===== src/verilog/efa_defines.svh =====
// register offsets, field positions, reset values and timing counts
`ifndef EFA_DEFINES_SVH
`define EFA_DEFINES_SVH

`define EFA_ADDR_ALARM_EN     8'h23
`define EFA_ADDR_FRAME_IND    8'h24
`define EFA_ADDR_ALARM_IND    8'h25
`define EFA_ADDR_FRAME_STAT   8'h26
`define EFA_ADDR_ALARM_STAT   8'h27
`define EFA_ADDR_FRAME_EN     8'h22
`define EFA_ADDR_DEBOUNCE     8'h21

// alarm bit positions (enable, indication and status share them)
`define EFA_BIT_RRA           7
`define EFA_BIT_REMOTE_MF_ALARM          6
`define EFA_BIT_ALL_ONES_DETECT          5
`define EFA_BIT_TS16_ALL_ONES_DETECT       4
`define EFA_BIT_RED           3
`define EFA_BIT_AIS           2
`define EFA_BIT_FEBE          1
`define EFA_BIT_CRCE          0
// framing, framing control and debounce select bit positions
`define EFA_BIT_OOF           6
`define EFA_BIT_LOSS_OF_SIG_MULTIFRAME         5
`define EFA_BIT_LOSS_OF_CRC_MULTIFRAME         4
`define EFA_BIT_COFA          3
`define EFA_BIT_FER           2
`define EFA_BIT_SMFER         1
`define EFA_BIT_CMFER         0
`define EFA_BIT_TIMER_OFF     1
`define EFA_BIT_MFAS_OFF      0
`define EFA_BIT_REMOTE_ALARM_DEBOUNCE_SEL         3
`define EFA_BIT_REMOTE_MF_DEBOUNCE_SEL        2

`define EFA_RESET_BYTE        8'h00

// persistence timing at 125 MHz
`define EFA_CLK_PERIOD_NS     8
`define EFA_PERSIST_MS        100
`define EFA_PERSIST_CYCLES    ((`EFA_PERSIST_MS * 1000000) / `EFA_CLK_PERIOD_NS)
`define EFA_SEARCH_MS         8
`define EFA_SEARCH_CYCLES     ((`EFA_SEARCH_MS * 1000000) / `EFA_CLK_PERIOD_NS + 1)
`define EFA_MFAS_ERR_LIMIT    3'h4
`define EFA_CRC_ERR_LIMIT     10'h393

`endif


===== src/verilog/efa_pkg.sv =====
// types shared by the alarm status and interrupt block
package efa_pkg;

    typedef struct packed {
        logic rxFrameErr;
        logic rxSigMfErr;
        logic rxCrcMfErr;
        logic rxAlignChange;
        logic rxCrcErr;
        logic rxFebeZero;
        logic secondTick;
    } efa_events_t;

    typedef struct packed {
        logic frameLost;
        logic sigMfLost;
        logic crcMfLost;
        logic crcMfSearch;
        logic nfasStrobe;
        logic remoteAlarmBit;
        logic mfStrobe;
        logic remoteMfBit;
        logic aisWindowStrobe;
        logic aisWindowOnes;
        logic ts16Strobe;
        logic ts16AllOnes;
    } efa_status_t;

    typedef struct packed {
        logic [7:0] addr;
        logic [7:0] wdata;
        logic       wr;
        logic       rd;
    } efa_bus_t;

    typedef enum logic [1:0] {
        EFA_IDLE   = 2'b00,
        EFA_ACTIVE = 2'b01,
        EFA_CLEAR  = 2'b10
    } efa_persist_t;

endpackage : efa_pkg

===== src/verilog/efa_alarm_irq.sv =====
// alarm status, clear-on-read indications and interrupt for one E1 receive channel
// Contract
// RQ1 - enabled alarm status changes raise interrupt
// RQ2 - zero far-end bit sets indication
// RQ3 - CRC mismatch sets indication
// RQ4 - framing states flag both edges
// RQ5 - framing errors flag since last read
// RQ6 - indications ignore enables; read clears
// RQ7 - framing read withdraws its interrupt
// RQ8 - alarm read withdraws its interrupt
// RQ9 - alarm indication on change or event
// RQ10 - frame-loss status while alignment lost
// RQ11 - multiframe losses while alignment lost (code forces only the CRC loss; the signalling loss is raw.sigMfLost alone)
// RQ12 - search timer reframe unless disabled
// RQ13 - four bad words drop CRC multiframe
// RQ14 - disabled: drop only on frame/CRC excess
// RQ15 - remote alarm debounced on A bit
// RQ16 - remote multiframe alarm on Y bit
// RQ17 - all-ones detect per 512-bit window
// RQ18 - timeslot 16 all-ones twice while lost
// RQ19 - red alarm after 100 ms loss
// RQ20 - red alarm clears after 100 ms absent
// RQ21 - all-ones alarm with 100 ms hysteresis
// RQ22 - framing enables gate state-change interrupts
// RQ23 - debounce select picks 2 or 3
// RQ24 - interrupt holds while enabled indication set
//
// Implementation choice: the plain strobed port.
`include "efa_defines.svh"
`timescale 1ns/1ps
`default_nettype none
module efa_alarm_irq
    import efa_pkg::*;
#(
    parameter int unsigned PERSIST_CYCLES = `EFA_PERSIST_CYCLES,
    parameter int unsigned SEARCH_CYCLES  = `EFA_SEARCH_CYCLES
)
(
    // clock and reset
    input  wire logic             mclk,
    input  wire logic             resetn,
    // register port
    input  wire efa_pkg::efa_bus_t bus,
    output var  logic [7:0]       rdata,
    // framer core events and raw states
    input  wire efa_pkg::efa_events_t evt,
    input  wire efa_pkg::efa_status_t raw,
    // outputs to framer core and system
    output var  logic             forceReframe,
    output var  logic             irq
);
    import efa_pkg::*;

    // ************************************************************
    // registers and decode
    // ************************************************************
    logic [7:0] alarmEn;
    logic [7:0] frameEn;
    logic [7:0] frameInd;
    logic [7:0] alarmInd;
    logic [1:0] frameCtl;
    logic [1:0] debounceSel;
    logic [7:0] alarmStat;
    logic       crcMfLoss;
    logic       crcMfLossPrev;
    logic       oofPrev;
    logic       sigPrev;
    logic [7:2] alarmPrev;

    wire wrAlarmEn  = bus.wr && (bus.addr == `EFA_ADDR_ALARM_EN);
    wire wrFrameEn  = bus.wr && (bus.addr == `EFA_ADDR_FRAME_EN);
    wire wrFrameCtl = bus.wr && (bus.addr == `EFA_ADDR_FRAME_STAT);
    wire wrDebounce = bus.wr && (bus.addr == `EFA_ADDR_DEBOUNCE);
    wire rdFrameInd = bus.rd && (bus.addr == `EFA_ADDR_FRAME_IND);
    wire rdAlarmInd = bus.rd && (bus.addr == `EFA_ADDR_ALARM_IND);

    // ************************************************************
    // framing state and CRC multiframe loss
    // ************************************************************
    logic [2:0]  mfasRun;
    logic [9:0]  crcCount;
    logic [20:0] searchCount;
    wire         timerOff    = frameCtl[`EFA_BIT_TIMER_OFF];
    wire         mfasOff     = frameCtl[`EFA_BIT_MFAS_OFF];
    wire         crcExcess   = (crcCount > `EFA_CRC_ERR_LIMIT);
    wire         mfasLimit   = (mfasRun >= `EFA_MFAS_ERR_LIMIT);
    wire         searchFull  = (searchCount >= SEARCH_CYCLES[20:0]);
    wire         loseByWords = !mfasOff && mfasLimit; // RQ13
    wire         next_crcMfLoss = raw.frameLost || crcExcess || loseByWords
                                  || (raw.crcMfLost && crcMfLoss); // RQ14
    wire         oofNow   = raw.frameLost || loseByWords; // RQ10 RQ13
    wire         sigNow   = raw.sigMfLost; // RQ11
    wire         crcNow   = crcMfLoss; // RQ11

    always_ff @(posedge mclk or negedge resetn)
    begin
        if (!resetn)
        begin
            mfasRun     <= 3'h0;
            crcCount    <= 10'h000;
            searchCount <= 21'h000000;
            crcMfLoss   <= 1'b0;
            forceReframe <= 1'b0;
        end
        else
        begin
            if (evt.rxCrcMfErr)
                mfasRun <= mfasLimit ? mfasRun : mfasRun + 3'h1;
            // only a good alignment word ends the loss, so the run holds at its limit
            else if (raw.mfStrobe)
                mfasRun <= 3'h0;
            if (evt.secondTick)
                crcCount <= 10'h000;
            else if (evt.rxCrcErr && !crcExcess)
                crcCount <= crcCount + 10'h001;
            searchCount <= (raw.crcMfSearch && !searchFull) ? searchCount + 21'h000001
                         : (raw.crcMfSearch ? searchCount : 21'h000000);
            crcMfLoss    <= next_crcMfLoss;
            forceReframe <= raw.crcMfSearch && searchFull && !timerOff; // RQ12
        end
    end

    // ************************************************************
    // maintenance statuses
    // ************************************************************
    logic [1:0] aRun;
    logic [1:0] yRun;
    logic       aLast;
    logic       yLast;
    logic       nfasPhase;
    logic       remoteAlarm;
    logic       remoteMfAlarm;
    logic       allOnesDetect;
    logic       ts16Prev;
    logic       ts16Detect;
    logic       redState;
    logic       aisState;
    wire [1:0]  aNeed = debounceSel[1] ? 2'h3 : 2'h2; // RQ23
    wire [1:0]  yNeed = debounceSel[0] ? 2'h3 : 2'h2;

    always_ff @(posedge mclk or negedge resetn)
    begin
        if (!resetn)
        begin
            aRun <= 2'h0; yRun <= 2'h0; aLast <= 1'b0; yLast <= 1'b0;
            nfasPhase <= 1'b0; remoteAlarm <= 1'b0; remoteMfAlarm <= 1'b0;
            allOnesDetect <= 1'b0; ts16Prev <= 1'b0; ts16Detect <= 1'b0;
        end
        else
        begin
            if (raw.nfasStrobe)
            begin
                aLast     <= raw.remoteAlarmBit;
                aRun      <= (raw.remoteAlarmBit != aLast) ? 2'h1
                           : ((aRun == 2'h3) ? aRun : aRun + 2'h1);
                nfasPhase <= ~nfasPhase;
                if (nfasPhase && aRun >= aNeed - 2'h1 && raw.remoteAlarmBit == aLast)
                    remoteAlarm <= aLast; // RQ15
            end
            if (raw.mfStrobe)
            begin
                yLast <= raw.remoteMfBit;
                yRun  <= (raw.remoteMfBit != yLast) ? 2'h1
                       : ((yRun == 2'h3) ? yRun : yRun + 2'h1);
                if (yRun >= yNeed - 2'h1 && raw.remoteMfBit == yLast)
                    remoteMfAlarm <= yLast; // RQ16
            end
            if (raw.aisWindowStrobe)
                allOnesDetect <= raw.aisWindowOnes; // RQ17
            if (raw.ts16Strobe)
            begin
                ts16Prev   <= raw.ts16AllOnes;
                ts16Detect <= raw.ts16AllOnes && ts16Prev && raw.sigMfLost; // RQ18
            end
        end
    end

    efa_persist #(.HOLD(PERSIST_CYCLES)) redFilter
    (
        .mclk      (mclk),
        .resetn    (resetn),
        .condition (oofNow),
        .state     (redState)
    ); // RQ19 RQ20

    efa_persist #(.HOLD(PERSIST_CYCLES)) aisFilter
    (
        .mclk      (mclk),
        .resetn    (resetn),
        .condition (oofNow && allOnesDetect),
        .state     (aisState)
    ); // RQ21

    wire [7:0] next_alarmStat = {remoteAlarm, remoteMfAlarm, allOnesDetect, ts16Detect,
                                 redState, aisState, 2'b00};

    // ************************************************************
    // indications, read clear with set priority
    // ************************************************************
    wire [7:0] frameSet = {1'b0, oofNow != oofPrev, sigNow != sigPrev,
                           crcNow != crcMfLossPrev, evt.rxAlignChange,
                           evt.rxFrameErr, evt.rxSigMfErr, evt.rxCrcMfErr}; // RQ4 RQ5
    wire [7:0] alarmSet = {next_alarmStat[7:2] ^ alarmPrev,
                           evt.rxFebeZero, evt.rxCrcErr}; // RQ2 RQ3 RQ9
    wire [7:0] next_frameInd = (rdFrameInd ? 8'h00 : frameInd) | frameSet; // RQ6 RQ7
    wire [7:0] next_alarmInd = (rdAlarmInd ? 8'h00 : alarmInd) | alarmSet; // RQ6 RQ8
    wire       next_irq = |(next_frameInd & frameEn) || |(next_alarmInd & alarmEn); // RQ1 RQ22 RQ24

    wire [7:0] next_rdata =
        (bus.addr == `EFA_ADDR_ALARM_EN)   ? alarmEn :
        (bus.addr == `EFA_ADDR_FRAME_EN)   ? frameEn :
        (bus.addr == `EFA_ADDR_FRAME_IND)  ? frameInd :
        (bus.addr == `EFA_ADDR_ALARM_IND)  ? alarmInd :
        (bus.addr == `EFA_ADDR_FRAME_STAT) ? {1'b0, oofPrev, sigPrev, crcMfLossPrev, 2'b00, frameCtl} :
        (bus.addr == `EFA_ADDR_ALARM_STAT) ? alarmStat :
        (bus.addr == `EFA_ADDR_DEBOUNCE)   ? {4'h0, debounceSel, 2'b00} : 8'h00;

    always_ff @(posedge mclk or negedge resetn)
    begin
        if (!resetn)
        begin
            alarmEn <= `EFA_RESET_BYTE; frameEn <= `EFA_RESET_BYTE;
            frameInd <= `EFA_RESET_BYTE; alarmInd <= `EFA_RESET_BYTE;
            frameCtl <= 2'b00; debounceSel <= 2'b00; alarmStat <= `EFA_RESET_BYTE;
            oofPrev <= 1'b0; sigPrev <= 1'b0; crcMfLossPrev <= 1'b0; alarmPrev <= 6'h00;
            rdata <= 8'h00; irq <= 1'b0;
        end
        else
        begin
            if (wrAlarmEn)  alarmEn <= bus.wdata;
            if (wrFrameEn)  frameEn <= {1'b0, bus.wdata[6:0]};
            if (wrFrameCtl) frameCtl <= bus.wdata[1:0];
            if (wrDebounce) debounceSel <= bus.wdata[`EFA_BIT_REMOTE_ALARM_DEBOUNCE_SEL:`EFA_BIT_REMOTE_MF_DEBOUNCE_SEL];
            frameInd <= next_frameInd;
            alarmInd <= next_alarmInd;
            alarmStat <= next_alarmStat;
            alarmPrev <= next_alarmStat[7:2];
            oofPrev <= oofNow; sigPrev <= sigNow; crcMfLossPrev <= crcNow;
            rdata <= bus.rd ? next_rdata : 8'h00;
            irq <= next_irq;
        end
    end

    // ************************************************************
    // checks
    // ************************************************************
    a_crc_sets_ind: assert property (@(posedge mclk) disable iff (!resetn)
        evt.rxCrcErr |=> alarmInd[`EFA_BIT_CRCE]) else $error("crc event lost"); // RQ3
    a_febe_sets_ind: assert property (@(posedge mclk) disable iff (!resetn)
        evt.rxFebeZero |=> alarmInd[`EFA_BIT_FEBE]) else $error("febe event lost"); // RQ2
    a_oof_edge_ind: assert property (@(posedge mclk) disable iff (!resetn)
        $changed(oofPrev) |-> frameInd[`EFA_BIT_OOF]) else $error("oof edge missed"); // RQ4
    a_read_clears: assert property (@(posedge mclk) disable iff (!resetn)
        (rdAlarmInd && !evt.rxCrcErr && !evt.rxFebeZero && $stable(next_alarmStat[7:2])
         && next_alarmStat[7:2] == alarmPrev) |=> alarmInd == 8'h00) else $error("no clear"); // RQ6
    a_irq_follows: assert property (@(posedge mclk) disable iff (!resetn)
        irq == (|($past(next_frameInd & frameEn)) || |($past(next_alarmInd & alarmEn))))
        else $error("irq mismatch"); // RQ24
    a_timer_off: assert property (@(posedge mclk) disable iff (!resetn)
        $past(timerOff) |-> !forceReframe) else $error("reframe while disabled"); // RQ12
    a_words_lose: assert property (@(posedge mclk) disable iff (!resetn)
        (!mfasOff && mfasLimit) |=> crcMfLoss) else $error("mf loss missed"); // RQ13
    a_ts16_needs: assert property (@(posedge mclk) disable iff (!resetn)
        $rose(ts16Detect) |-> $past(raw.sigMfLost)) else $error("ts16 while aligned"); // RQ18
    c_irq_raise: cover property (@(posedge mclk) disable iff (!resetn) $rose(irq));
    c_read_clear: cover property (@(posedge mclk) disable iff (!resetn) rdFrameInd ##1 $fell(irq));
    c_reframe: cover property (@(posedge mclk) disable iff (!resetn) forceReframe);

endmodule : efa_alarm_irq
`default_nettype wire


===== src/verilog/efa_persist.sv =====
// persistence filter: output follows input only after it held steady
`timescale 1ns/1ps
`default_nettype none
module efa_persist
    import efa_pkg::*;
#(
    parameter int unsigned HOLD = 32'd12500000
)
(
    // clock and reset
    input  wire logic mclk,
    input  wire logic resetn,
    // condition and filtered state
    input  wire logic condition,
    output var  logic state
);
    import efa_pkg::*;

    logic [23:0]  count;
    efa_persist_t mode;
    wire          differs = (condition != state);
    wire          expired = (count >= HOLD[23:0] - 24'h000001);

    // any bounce restarts the count, so the hold must be continuous
    always_ff @(posedge mclk or negedge resetn)
    begin
        if (!resetn)
        begin
            count <= 24'h000000;
            state <= 1'b0;
            mode  <= EFA_IDLE;
        end
        else
        begin
            case (mode)
                EFA_IDLE:
                begin
                    count <= 24'h000000;
                    if (differs)
                        mode <= EFA_ACTIVE;
                end
                EFA_ACTIVE:
                begin
                    if (!differs)
                        mode <= EFA_IDLE;
                    else if (expired)
                        mode <= EFA_CLEAR;
                    else
                        count <= count + 24'h000001;
                end
                EFA_CLEAR:
                begin
                    state <= ~state;
                    count <= 24'h000000;
                    mode  <= EFA_IDLE;
                end
                default: mode <= EFA_IDLE;
            endcase
        end
    end

endmodule : efa_persist
`default_nettype wire


===== config.mk =====
export PLATFORM = sky130hd
export DESIGN_NAME = efa_alarm_irq
export DESIGN_NICKNAME = d
export VERILOG_FILES = /design/src/verilog/efa_pkg.sv /design/src/verilog/efa_alarm_irq.sv /design/src/verilog/efa_persist.sv
export VERILOG_INCLUDE_DIRS = /design/src /design/src/verilog
export SDC_FILE = /design/constraint.sdc
export NUM_CORES = 1
export LEC_CHECK = 0
export BUFFER_PORTS_ARGS = -buffer_cell sky130_fd_sc_hd__buf_2
export CAP_MARGIN = 20
export CORE_ASPECT_RATIO = 1.75
export CORE_MARGIN = 10
export CORE_UTILIZATION = 60
export DETAILED_ROUTE_END_ITERATION = 10
export PLACE_DENSITY = 0.79
export SLEW_MARGIN = 10
export SYNTH_ARGS = -nofsm -noshare
export SYNTH_HDL_FRONTEND = slang
export SYNTH_SLANG_ARGS = --single-unit

===== constraint.sdc =====
create_clock -name mclk -period 5.7 [get_ports mclk]
set_clock_uncertainty 0.2 [all_clocks]
set_input_delay 1.14 -clock mclk [delete_from_list [all_inputs] [get_ports mclk]]
set_output_delay 1.14 -clock mclk [all_outputs]
set_load 0.05 [all_outputs]

; After elaboration in Yosys (flattened, before gate mapping)
; Index checks and enable logic that the tools add are counted.
[classes]
reduce_logical = 46
order_cmp = 7
addsub = 9
eq_ne = 34
n_mux = 37
bitwise = 8
[op_table]
columns = operator, n
row1 = 24-bit 2-to-1 mux, 4
row2 = 24-bit one-hot mux with 2 select lines, 2
row3 = 8-bit 2-to-1 mux, 9
row4 = "8-bit by 6-bit equality test with 1-bit output, second input constant", 7
row5 = "24-bit by 1-bit adder with 24-bit output, second input constant", 2
row6 = "24-bit >= comparator, second input constant", 2
row7 = 21-bit 2-to-1 mux, 2
row8 = "21-bit by 1-bit adder with 21-bit output, second input constant", 1
row9 = "21-bit by 20-bit >= comparator with 1-bit output, second input constant", 1
row10 = 10-bit 2-to-1 mux, 2
row11 = 2-bit 2-to-1 mux, 10
row12 = 1-bit logical AND, 18
row13 = 8-bit OR reduction, 2
row14 = 2-bit AND reduction, 7
row15 = "10-bit by 1-bit adder with 10-bit output, second input constant", 1
row16 = "10-bit greater-than comparator, second input constant", 1
row17 = "2-bit by 1-bit inequality test with 1-bit output, second input constant", 5
row18 = "2-bit inequality test, second input constant", 5
row19 = 3-bit 2-to-1 mux, 3
row20 = 8-bit by 7-bit AND with 8-bit output, 1
row21 = 8-bit AND, 1
row22 = "2-bit equality test, second input constant", 4
row23 = 8-bit by 7-bit OR with 8-bit output, 1
row24 = 8-bit OR, 1
row25 = 20 further kinds, 49
[totals]
inputBits = 39
out_inout_bits = 10
ff_bits = 155
word_cells = 174

; Longest topological paths before layout
; Gate-level depths: netlist (run 1).
[depth]
word_depth = 9
ltp_mapped = 9
ltp_nobuf = 7

; Hierarchy
; From an unflattened synthesis (run 1), not the netlist that was laid out.
[hier_totals]
hier_cells = 786
area_unflattened_um2 = 7902.6
[modules_own_cells]
columns = mod, cells_per_inst, seq_area_each_um2, instances, area_each_um2
row1 = efa_alarm_irq, 468, 2502.4, 1, 5004.8
row2 = efa_persist, 159, 675.6, 2, 1448.9

; Worst setup path before layout (run 1)
; Ideal clock, no wire load.
[synth_path]
kind = input to register
start = input bus[14] (netlist name)
end = register alarmEn[0]
t_required_ns = 5.375
setup_ns = 0.125
path_buffers = 0
stages = 5
path_slack_ns = 2.505
arrival_ns = 2.870
cell_sequence = nor4b_1 nor3b_2 nand2_1 nor2_1 mux2_2
[synth_via]
elab_chain_cells = 2
[synth_lines]
columns = element, line_no
row1 = from (decl), efa_alarm_irq.sv:43  ; input wire efa_pkg::efa_bus_t bus,
row2 = 8-bit by 6-bit equality test with 1-bit output (no line), n/a
row3 = 1-bit logical AND, efa_alarm_irq.sv:70  ; wire wrAlarmEn = bus.wr && (bus.addr == `EFA_ADDR_ALARM_EN);
row4 = to (signal assigned), efa_alarm_irq.sv:222  ; alarmEn <= `EFA_RESET_BYTE; frameEn <= `EFA_RESET_BYTE;
row5 = to (signal assigned), efa_alarm_irq.sv:230  ; if (wrAlarmEn) alarmEn <= bus.wdata;
row6 = to (decl), efa_alarm_irq.sv:57  ; logic [7:0] alarmEn;
; No other way between the ends.
; A chain may end at the register's enable or synchronous reset.

; Worst setup path after layout (run 1)
[layout_path]
start = input raw[11] (netlist name)
end = register aisFilter.count[7]
[layout_via]
elab_chain_cells = 5
[layout_lines]
columns = element, line_no
row1 = from (decl), efa_alarm_irq.sv:47  ; input wire efa_pkg::efa_status_t raw,
row2 = 1-bit logical OR, efa_alarm_irq.sv:91  ; wire oofNow = raw.frameLost || loseByWords;
row3 = 1-bit logical AND, efa_alarm_irq.sv:190  ; .condition (oofNow && allOnesDetect),
row4 = 1-bit inequality test, efa_persist.sv:21  ; wire differs = (condition != state);
row5 = 2-bit by 1-bit inequality test with 1-bit output (no line), n/a
row6 = 3-bit AND reduction (no line), n/a
row7 = to (signal assigned), efa_persist.sv:49  ; count <= count + 24'h000001;
row8 = to (decl), efa_persist.sv:19  ; logic [23:0] count;
; No other way between the ends.

==> key figures, run 1 <==
Min path
  • Hold Path Origin: crcMfLoss
  • Hold WC Path Type: reg2reg

Run status
  • Outcome: complete, no violations

Synth
  • Synth async-reset ratio: 1.00
  • EDFF count, synth: 0
  • Synth Register Bits: 154
  • Register area share after synthesis: 0.494
  • Syn_area_per_cell: 9.99 um^2
  • Post-synthesis cell count: 780
  • Mapped Nets: 831
  • Synth cell types: 62
  • Top_reg_cell synth: dfrtp_1
  • Synth Cell Area: 0.00779 mm^2
  • Count of warnings emitted by yosys: 0

Detailed routing
  • Initial DRC Count: 341
  • Final WL: 18.0 mm
  • First-pass DRT Iterations: 5
  • Final ANT Viol Nets: 0
  • Vias: 6230
  • DRC violations left: 0
  • Drt via density: 6.20
  • Post-DR wirelength/cell: 17.9 um

Worst setup path
  • Critical path type: in2reg
  • Critical Path Sink Type: flop
  • Reg-to-Reg Start: mfasRun[2]
  • Critical Path Start Type: input pin
  • FF-to-FF setup slack: 2.33 ns
  • Req. time, crit path: 5.83 ns
  • Crit-path max FO: 32
  • Arr. time, crit path: 3.70 ns
  • CP startpoint: raw[11]

Floorplan
  • I/O pins: 49
  • Area of the core: 0.0129 mm^2
  • FP Rows: 55
  • Die width: 106 um
  • Die Area: 0.0181 mm^2
  • DIE HEIGHT: 171 um
  • Initial Util: 0.606

Timing
  • Slew margin rel.: 0.310
  • Worst-Margin Slew: 1.03 ns
  • Final setup TNS: 0 ns
  • Post-route clock period utilization: 0.627
  • Fin. max-slew vios: 0
  • Maximum clock frequency: 0.280 GHz
  • Final hold vios: 0
  • Setup violators final: 0
  • Min cycle time layout: 3.57 ns
  • Unrepaired setup endpoints after global routing: no

Clocking
  • H-tree depth: 4
  • CTS max path bufs: 2
  • # clock sinks: 154
  • Post-CTS Hold Fix Bufs: 0
  • Setup Buffers After CTS: 0
  • Cts bufs inserted: 17
  • Skew-Pair Late Insertion Delay: 0.42 ns
  • Clk slew on worst S/H paths: 0.06 ns
  • CTS tree: yes
  • Root buffer cell: clkbuf_16
  • Post_cts resized: 0

GRT
  • GR Overflow Total: 0
  • Initial antenna violation count: 0
  • Largest net degree at the start of global routing: 110
  • First-pass GRT wire length: 30.9 mm
  • Total track usage: 0.207
  • Number of global-route vias before repair: 6451

Cells and area
  • Synth-to-Final Area Change: 12.3%
  • Share of layout cells above drive strength 1: 0.139
  • Filler cell count in the final layout: 988
  • Fin util: 0.680
  • ANT cells: 0
  • Commonest non-fill, non-tap cells in the layout: dfrtp_1, nand2_1, nor2_1
  • Final nets: 872
  • Commonest non-fill, non-tap cell in the layout: dfrtp_1
  • Final cell count without fillers: 1005

Place
  • PortBufs: 48
  • Placed cell count: 973
  • Detailed placer's ending HPWL: 12.8 mm
  • Gpl congestion: 0.910

Power
  • Power Total: 2.90 mW
  • Max IR drop VDD: 0.261 mV
  • Pwr/cell area: 331 mW/mm^2
  • Pleak: 3.80 nW

Run
  • Max Cap Viol: 0
## final cells by class
| cell class | instances | area (um^2) | share of cell area |
|---|---|---|---|
| Clock buffer | 20 | 467 | 0.0533 |
| Clock inverter | 12 | 139 | 0.0159 |
| Inverter | 28 | 105 | 0.0120 |
| Multi-Input combinational cell | 571 | 3720 | 0.425 |
| Sequential cell | 154 | 3850 | 0.440 |
| Tap cell | 171 | 214 | 0.0244 |
| Timing Repair Buffer | 49 | 254 | 0.0290 |
## state kept, by name, indices dropped and copies added (netlist names), 2 cells and up
name and count:
frameEn 7, crcCount 10, alarmStat 6, frameCtl 2, alarmInd 8, yRun 2, aisFilter.mode 2, alarmEn 8
mfasRun 3, redFilter.mode 2, frameInd 7, redFilter.count 24, aRun 2, rdata 8, debounceSel 2, searchCount 21
aisFilter.count 24
## critical path, cell delays in order
cell,delay [ns]
buf_2,0.12
o21ai_1,0.23
mux2i_1,0.44
nand3_1,0.82
or4_1,0.78
a21oi_1,0.17
## synthesized netlist by cell type (4+ instances only)
cell | count | area, um^2
nand3_1 | 31 | 155
and2_1 | 8 | 50.1
nand3b_1 | 4 | 30.0
ha_1 | 12 | 150
dfrtp_1 | 154 | 3850
nand2_1 | 72 | 270
nor2_1 | 50 | 188
nand4_1 | 23 | 144
and3_1 | 23 | 144
a21o_1 | 20 | 150
xor2_1 | 20 | 175
xnor2_1 | 16 | 140
mux2i_1 | 24 | 240
clkbuf_1 | 21 | 78.8
a31oi_1 | 4 | 25.0
o31ai_1 | 16 | 120
or4_1 | 14 | 105
a22oi_1 | 7 | 52.6
or3_1 | 24 | 150
nor3_1 | 15 | 75.1
o21ai_1 | 15 | 75.1
mux2_2 | 21 | 236
inv_1 | 27 | 101
a21oi_1 | 49 | 245
o21ai_0 | 30 | 150
nand2b_1 | 14 | 87.6
o22ai_1 | 4 | 25.0
nor4_1 | 4 | 25.0
## worst paths after layout
path / endpoint / cells after the start
hold / removal: crcMfLossPrev / 0
setup / recovery: aisFilter.count[7] / 6
setup reg to reg: aisFilter.count[7] / 6
hold reg to reg: crcMfLossPrev / 0
max in group asynchronous: aisFilter.count[9] / 2
min in group asynchronous: aRun[1] / 1
## layer usage
metal | vias to the layer above | track usage | share of wire
met5 | - | 0 | 0
met4 | 0 | 0.0958 | 0.034
met3 | 45 | 0.0377 | 0.043
met2 | 156 | 0.380 | 0.54
met1 | 3096 | 0.223 | 0.38
li1 | 2933 | - | -
## kinds of logic (layout without fill, tap and decap cells)
group           count (synthesis)  after routing  synth area share
flops                         154            154             0.494
fa+ha+maj                      12             12            0.0193
simple gates                  302            302             0.205
xor+xnor                       36             36            0.0405
mux                            48             48            0.0698
buf+inv                        55            109            0.0278
compound gates                173            173             0.143
## power by group
group | switching (mW) | internal (mW)
clock network | 0.467 | 0.684
registers | 0.104 | 1.18
logic | 0.297 | 0.168
## per-stage QoR
| stage | hold slack [ns] | setup WS [ns] | cell area [um^2] |
|---|---|---|---|
| 3_3_place_gp | 0.207 | 1.90 | 8150 |
| 6_report | 0.227 | 2.13 | 8760 |
| 5_1_grt | 0.249 | 1.85 | 8760 |
| 4_1_cts | 0.227 | 2.16 | 8760 |
| 2_1_floorplan | 0.152 | 2.50 | 7790 |
| 3_5_place_dp | 0.214 | 1.73 | 8150 |
Note: power is estimated with default switching activity, not from simulation.
==> inputs of run 2 (changes only) <==
--- a/config.mk
+++ b/config.mk
@@ -6,13 +6,14 @@
 export SDC_FILE = /design/constraint.sdc
 export NUM_CORES = 1
 export LEC_CHECK = 0
+export ABC_AREA = 1
 export BUFFER_PORTS_ARGS = -buffer_cell sky130_fd_sc_hd__buf_2
 export CAP_MARGIN = 20
 export CORE_ASPECT_RATIO = 1.75
 export CORE_MARGIN = 10
 export CORE_UTILIZATION = 60
 export DETAILED_ROUTE_END_ITERATION = 10
-export PLACE_DENSITY = 0.79
+export PLACE_DENSITY = 0.78
 export SLEW_MARGIN = 10
 export SYNTH_ARGS = -nofsm -noshare
 export SYNTH_HDL_FRONTEND = slang
==> constraint.sdc (replaced) <==
create_clock -name mclk -period 3.6 [get_ports mclk]
set_clock_uncertainty 0.2 [all_clocks]
set_input_delay 0.72 -clock mclk [delete_from_list [all_inputs] [get_ports mclk]]
set_output_delay 0.72 -clock mclk [all_outputs]
set_load 0.05 [all_outputs]
==> key figures, run 2 <==
Worst setup path
  • Req. time, crit path: 3.75 ns
  • End of the worst register-to-register path: searchCount[13]
  • Reg-to-Reg Start: searchCount[16]
  • Crit-path max FO: 11
  • R2R cell count: 8
  • Critical Path Sink Type: flop
  • Critical Path Start Type: flop
  • FF-to-FF setup slack: 1.25 ns
  • Arr. time, crit path: 2.51 ns
  • Critical path type: reg2reg

Detailed routing
  • DRC violations left: 0
  • Final ANT Viol Nets: 0
  • Final WL: 22.2 mm
  • Vias: 8204
  • First-pass DRT Iterations: 7
  • Initial DRC Count: 405
  • Post-DR wirelength/cell: 15.1 um
  • Drt via density: 5.56

Cells and area
  • Final nets: 1330
  • Filler cell count in the final layout: 1323
  • Largest regs: aisFilter.count x24, redFilter.count x24, searchCount x21
  • Synth-to-Final Area Change: 10.7%
  • Commonest non-fill, non-tap cells in the layout: nand2_1, dfrtp_1, nand3_1
  • Commonest non-fill, non-tap cell in the layout: nand2_1
  • Share of layout cells above drive strength 1: 0.0898

Clocking
  • H-tree depth: 4
  • Root buffer cell: clkbuf_16
  • CTS tree: yes
  • CTS max path bufs: 2
  • Setup Buffers After CTS: 0
  • # clock sinks: 154
  • Post_cts resized: 0
  • Post-CTS Hold Fix Bufs: 0
  • Skew-Pair Late Insertion Delay: 0.42 ns
  • Cts bufs inserted: 17
  • Clk slew on worst S/H paths: 0.07 ns

Synth
  • Mapped Nets: 1292
  • Post-synthesis compound-gate area fraction: 0.0532
  • Synth cell types: 45
  • Register area share after synthesis: 0.424
  • Post-synthesis mux area share: 0.00124
  • Synth top area share: 0.424
  • Simple-gate share of the synthesized area: 0.362
  • Synth async-reset ratio: 1.00
  • Syn_area_per_cell: 7.33 um^2
  • Post-Synth XOR/XNOR Area: 0.0645
  • Synth Register Bits: 154
  • Adder-Cell Fraction of Synth Area: 0.0165
  • Post-synthesis cell count: 1241
  • Top_reg_cell synth: dfrtp_1
  • Largest family of logic cells by synthesized area: simple AND/OR/NAND/NOR gates
  • Ranking of synthesized cells by area: dfrtp_1, nand2_1, nand3_1
  • EDFF count, synth: 0
  • Most common cell in the netlist: nand2_1
  • Synth Cell Area: 0.00909 mm^2
  • Post-synth top cells: nand2_1, dfrtp_1, nand3_1
  • Count of warnings emitted by yosys: 0
  • Post-synth top area cell: dfrtp_1

Floorplan
  • Area of the core: 0.0149 mm^2
  • I/O pins: 49
  • FP Rows: 59
  • DIE HEIGHT: 183 um
  • Die Area: 0.0207 mm^2
  • Initial Util: 0.610
  • Die width: 113 um

Timing
  • Fin. max-slew vios: 0
  • Maximum clock frequency: 0.425 GHz
  • Post-route clock period utilization: 0.654
  • Min cycle time layout: 2.35 ns
  • Final hold vios: 1
  • Final setup TNS: 0 ns
  • Unrepaired setup endpoints after global routing: no
  • Slew margin rel.: 0.529
  • Fin Hold WS: -0.00469 ns
  • Setup violators final: 0
  • Worst-Margin Slew: 0.703 ns

GRT
  • Initial antenna violation count: 1
  • Number of global-route vias before repair: 8229
  • Total track usage: 0.221
  • Largest net degree at the start of global routing: 90
  • GR Overflow Total: 0
  • First-pass GRT wire length: 38.2 mm

Place
  • Gpl congestion: 0.948
  • Detailed placer's ending HPWL: 16.1 mm
  • PortBufs: 48

Run status
  • Outcome: finished with violations
  • Failing checks: negative hold slack

Power
  • Pwr/cell area: 438 mW/mm^2
  • Max IR drop VDD: 0.284 mV
  • Pleak: 4.92 nW

Run
  • Max Cap Viol: 0

Min path
  • Hold WC Path Type: in2async
## run 2: cell types whose count changed after synthesis, sizes merged, moves of 24 or more
cell	previous run	this run
nand2	72	374
nand3	31	147
inv	27	141
nor2	50	136
a21oi	49	16
xor2	20	46
mux2i	24	0
or3	24	0
## run 2: how the worst max path moves through the flow
stage                               start              end  slack [ns]  cells after the start
after floorplan                   bus[14]       frameEn[3]        1.56                      9
after detailed placement          bus[14]       alarmEn[7]        1.00                      8
after global routing       searchCount[6]  searchCount[15]        0.99                     10
after global placement            bus[14]       alarmEn[7]        1.02                      8
final                     searchCount[16]  searchCount[13]        1.25                      8
after CTS                  searchCount[6]  searchCount[16]        1.23                     10
## run 2: critical path: stages (launching register included)
cell	delay, ns
dfrtp_1	0.47
nand2_1	0.15
nand2_1	0.07
a31oi_1	0.22
nand3_1	0.11
nor2_1	0.55
buf_4	0.30
nand3b_1	0.10
nand2_1	0.11
## run 2: cell families (layout without fill, tap and decap cells)
logic type,after synthesis,in the layout
AOI/OAI and AO/OA,87,87
buffers and inverters,176,227
adders and majority gates,12,12
and+or+nand+nor,744,744
xor gates and xnor gates,67,67
other,0,1
muxes,1,1
DFF,154,154
## run 2: per-layer routing
| layer | vias up | GRT usage | wire length [um] |
|---|---|---|---|
| met5 | - | 0 | 0 |
| met4 | 0 | 0.124 | 1100 |
| met3 | 74 | 0.0458 | 974 |
| met2 | 233 | 0.389 | 11600 |
| met1 | 3850 | 0.239 | 8500 |
| li1 | 4047 | - | - |
## run 2: final cells by class
cell class | count | area, um^2 | share of cell area
tap | 183 | 229 | 0.0227
clock buffer | 18 | 439 | 0.0436
clock inverter | 14 | 183 | 0.0181
timing repair buffer | 54 | 304 | 0.0302
antenna | 1 | 2.50 | 0.000249
sequential | 154 | 3850 | 0.383
inverter | 141 | 529 | 0.0526
multi-input combinational | 911 | 4530 | 0.450
## run 2: through the flow
stage	area, um^2	cells	setup WS, ns	power (mW)	util
2_1_floorplan	9090	1241	1.56	2.37	-
4_1_cts	10100	1475	1.23	4.45	0.675
3_5_place_dp	9440	1443	1.00	2.55	0.633
3_3_place_gp	9440	1443	1.02	2.52	0.633
5_1_grt	10100	1476	0.991	4.62	0.675
6_report	10100	1476	1.25	4.41	0.675
## run 2: report_power, final
part	switching (mW)	leakage [nW]	total (mW)	internal (mW)
Clock	0.763	0.307	1.89	1.13
Sequential	0.101	2.01	1.94	1.84
Combinational	0.390	2.60	0.572	0.182
==> inputs of run 3 (changes only) <==
==> constraint.sdc (replaced) <==
create_clock -name mclk -period 2.2 [get_ports mclk]
set_clock_uncertainty 0.2 [all_clocks]
set_input_delay 0.44 -clock mclk [delete_from_list [all_inputs] [get_ports mclk]]
set_output_delay 0.44 -clock mclk [all_outputs]
set_load 0.05 [all_outputs]
==> key figures, run 3 (same netlist as run 2, synthesis figures left out) <==
GRT
  • Initial antenna violation count: 0
  • Largest net degree at the start of global routing: 55
  • Number of global-route vias before repair: 8160
  • GR peak layer: met2
  • First-pass GRT wire length: 38.5 mm
  • Total track usage: 0.223
  • M1 GR Usage: 0.250
  • GR Overflow Total: 0
  • M3 GR Usage: 0.0382
  • Met2 Use GR: 0.395

Detailed routing
  • DRC violations left: 0
  • Vias: 8265
  • Drt via density: 5.48
  • First-pass DRT Iterations: 5
  • Post-DR wirelength/cell: 15.0 um
  • Initial DRC Count: 528
  • Final ANT Viol Nets: 0
  • Final WL: 22.6 mm

Cells and area
  • ANT cells: 0
  • Commonest non-fill, non-tap cell in the layout: nand2_1
  • Commonest non-fill, non-tap cells in the layout: nand2_1, dfrtp_1, nand3_1
  • Largest regs: aisFilter.count x24, redFilter.count x24, searchCount x21
  • Synth-to-Final Area Change: 13.2%
  • Final nets: 1362
  • Share of layout cells above drive strength 1: 0.111

Min path
  • Hold Path Origin: evt[3]
  • Hold WC Path Type: in2reg

Worst setup path
  • Arr. time, crit path: 2.15 ns
  • Crit-path max FO: 9
  • Reg-to-Reg Start: redFilter.count[17]
  • Critical Path Sink Type: flop
  • CP startpoint: redFilter.count[17]
  • Critical Path Start Type: flop
  • Req. time, crit path: 2.36 ns
  • Critical path type: reg2reg

Power
  • Switch Pwr: 2.10 mW
  • Switching Fraction: 0.293
  • Pleak: 5.05 nW
  • Combinational share of power: 0.142
  • Internal: 5.06 mW
  • Clock power share: 0.415
  • Sequential share of power: 0.444
  • Pwr/cell area: 695 mW/mm^2
  • Max IR drop VDD: 0.463 mV
  • Power Total: 7.16 mW

Floorplan
  • FP Rows: 59
  • Die width: 113 um
  • Initial Util: 0.610
  • Area of the core: 0.0149 mm^2
  • DIE HEIGHT: 183 um
  • I/O pins: 49
  • Die Area: 0.0207 mm^2

Clocking
  • CTS max path bufs: 2
  • # clock sinks: 154
  • Skew-Pair Late Insertion Delay: 0.42 ns
  • Root buffer cell: clkbuf_16
  • Cts bufs inserted: 17
  • Setup Buffers After CTS: 0
  • CTS tree: yes
  • H-tree depth: 4
  • Clk slew on worst S/H paths: 0.07 ns

Place
  • Gpl congestion: 0.957
  • Detailed placer's ending HPWL: 16.6 mm
  • PortBufs: 48

Timing
  • Final setup TNS: 0 ns
  • Final hold vios: 0
  • Min cycle time layout: 1.99 ns
  • Fin Hold WS: 0.0298 ns
  • Maximum clock frequency: 0.501 GHz
  • Worst-Margin Slew: 0.691 ns
  • Setup violators final: 0
  • Slew margin rel.: 0.539
  • Unrepaired setup endpoints after global routing: no
  • Fin. max-slew vios: 0
  • Post-route clock period utilization: 0.907

Run status
  • Outcome: complete, no violations

Run
  • Max Cap Viol: 0
-- run 3: metrics by stage --
step                cells  cell area (um^2)  setup WS, ns  utilization
finish               1507             10300         0.205        0.691
global route         1507             10300        0.0480        0.691
CTS                  1507             10300        0.0164        0.690
detailed placement   1473              9680        0.0387        0.649
global placement     1473              9680        0.0796        0.649
floorplan            1241              9090         0.398            -
-- run 3: final timing paths --
| check | slack [ns] | cells past startpoint | to |
|---|---|---|---|
| max | 0.21 | 7 | redFilter.count[0] |
| min | 0.03 | 3 | frameInd[3] |
| max reg2reg | 0.21 | 7 | redFilter.count[0] |
| min reg2reg | 0.22 | 0 | alarmStat[4] |
| max in group asynchronous | 0.93 | 3 | redFilter.count[23] |
| min in group asynchronous | 0.27 | 2 | nfasPhase |
-- run 3: power groups by stage --
stage | Sequential (mW) | Clock [mW] | Combinational (mW)
6_report | 3.18 | 2.97 | 1.01
4_1_cts | 3.18 | 3.01 | 1.02
3_3_place_gp | 3.22 | 0 | 0.974
2_1_floorplan | 3.21 | 0 | 0.663
5_1_grt | 3.20 | 3.14 | 1.15
3_5_place_dp | 3.23 | 0 | 1.00
-- run 3: worst max-delay path, stage by stage (launching register included) --
cell and delay [ns]:
dfrtp_1 0.43, nand2_1 0.12, nor3_1 0.07, o21ai_0 0.42, nand2_1 0.12, nor2b_2 0.33
nand4_1 0.15, nand2_1 0.09
-- run 3: repair_timing --
action / CTS / global route
endpoints found under the setup margin: 0 / 8
resized for setup: 0 / 2
endpoints found under the hold margin: 31 / 0
hold buffers: 2 / 0
-- run 3: final cells by class --
cell class	instances	area (um^2)
Fill cell	1327	4610
Multi-Input combinational cell	911	4530
Sequential cell	154	3850
Timing Repair Buffer	86	562
Inverter	141	529
Clock buffer	18	429
Tap cell	183	229
Clock inverter	14	164
-- run 3: per-layer routing --
metal | part of all wire | up-vias
met1 | 0.39 | 3841
met4 | 0.039 | 0
met5 | 0 | -
met2 | 0.52 | 236
li1 | - | 4120
met3 | 0.047 | 68
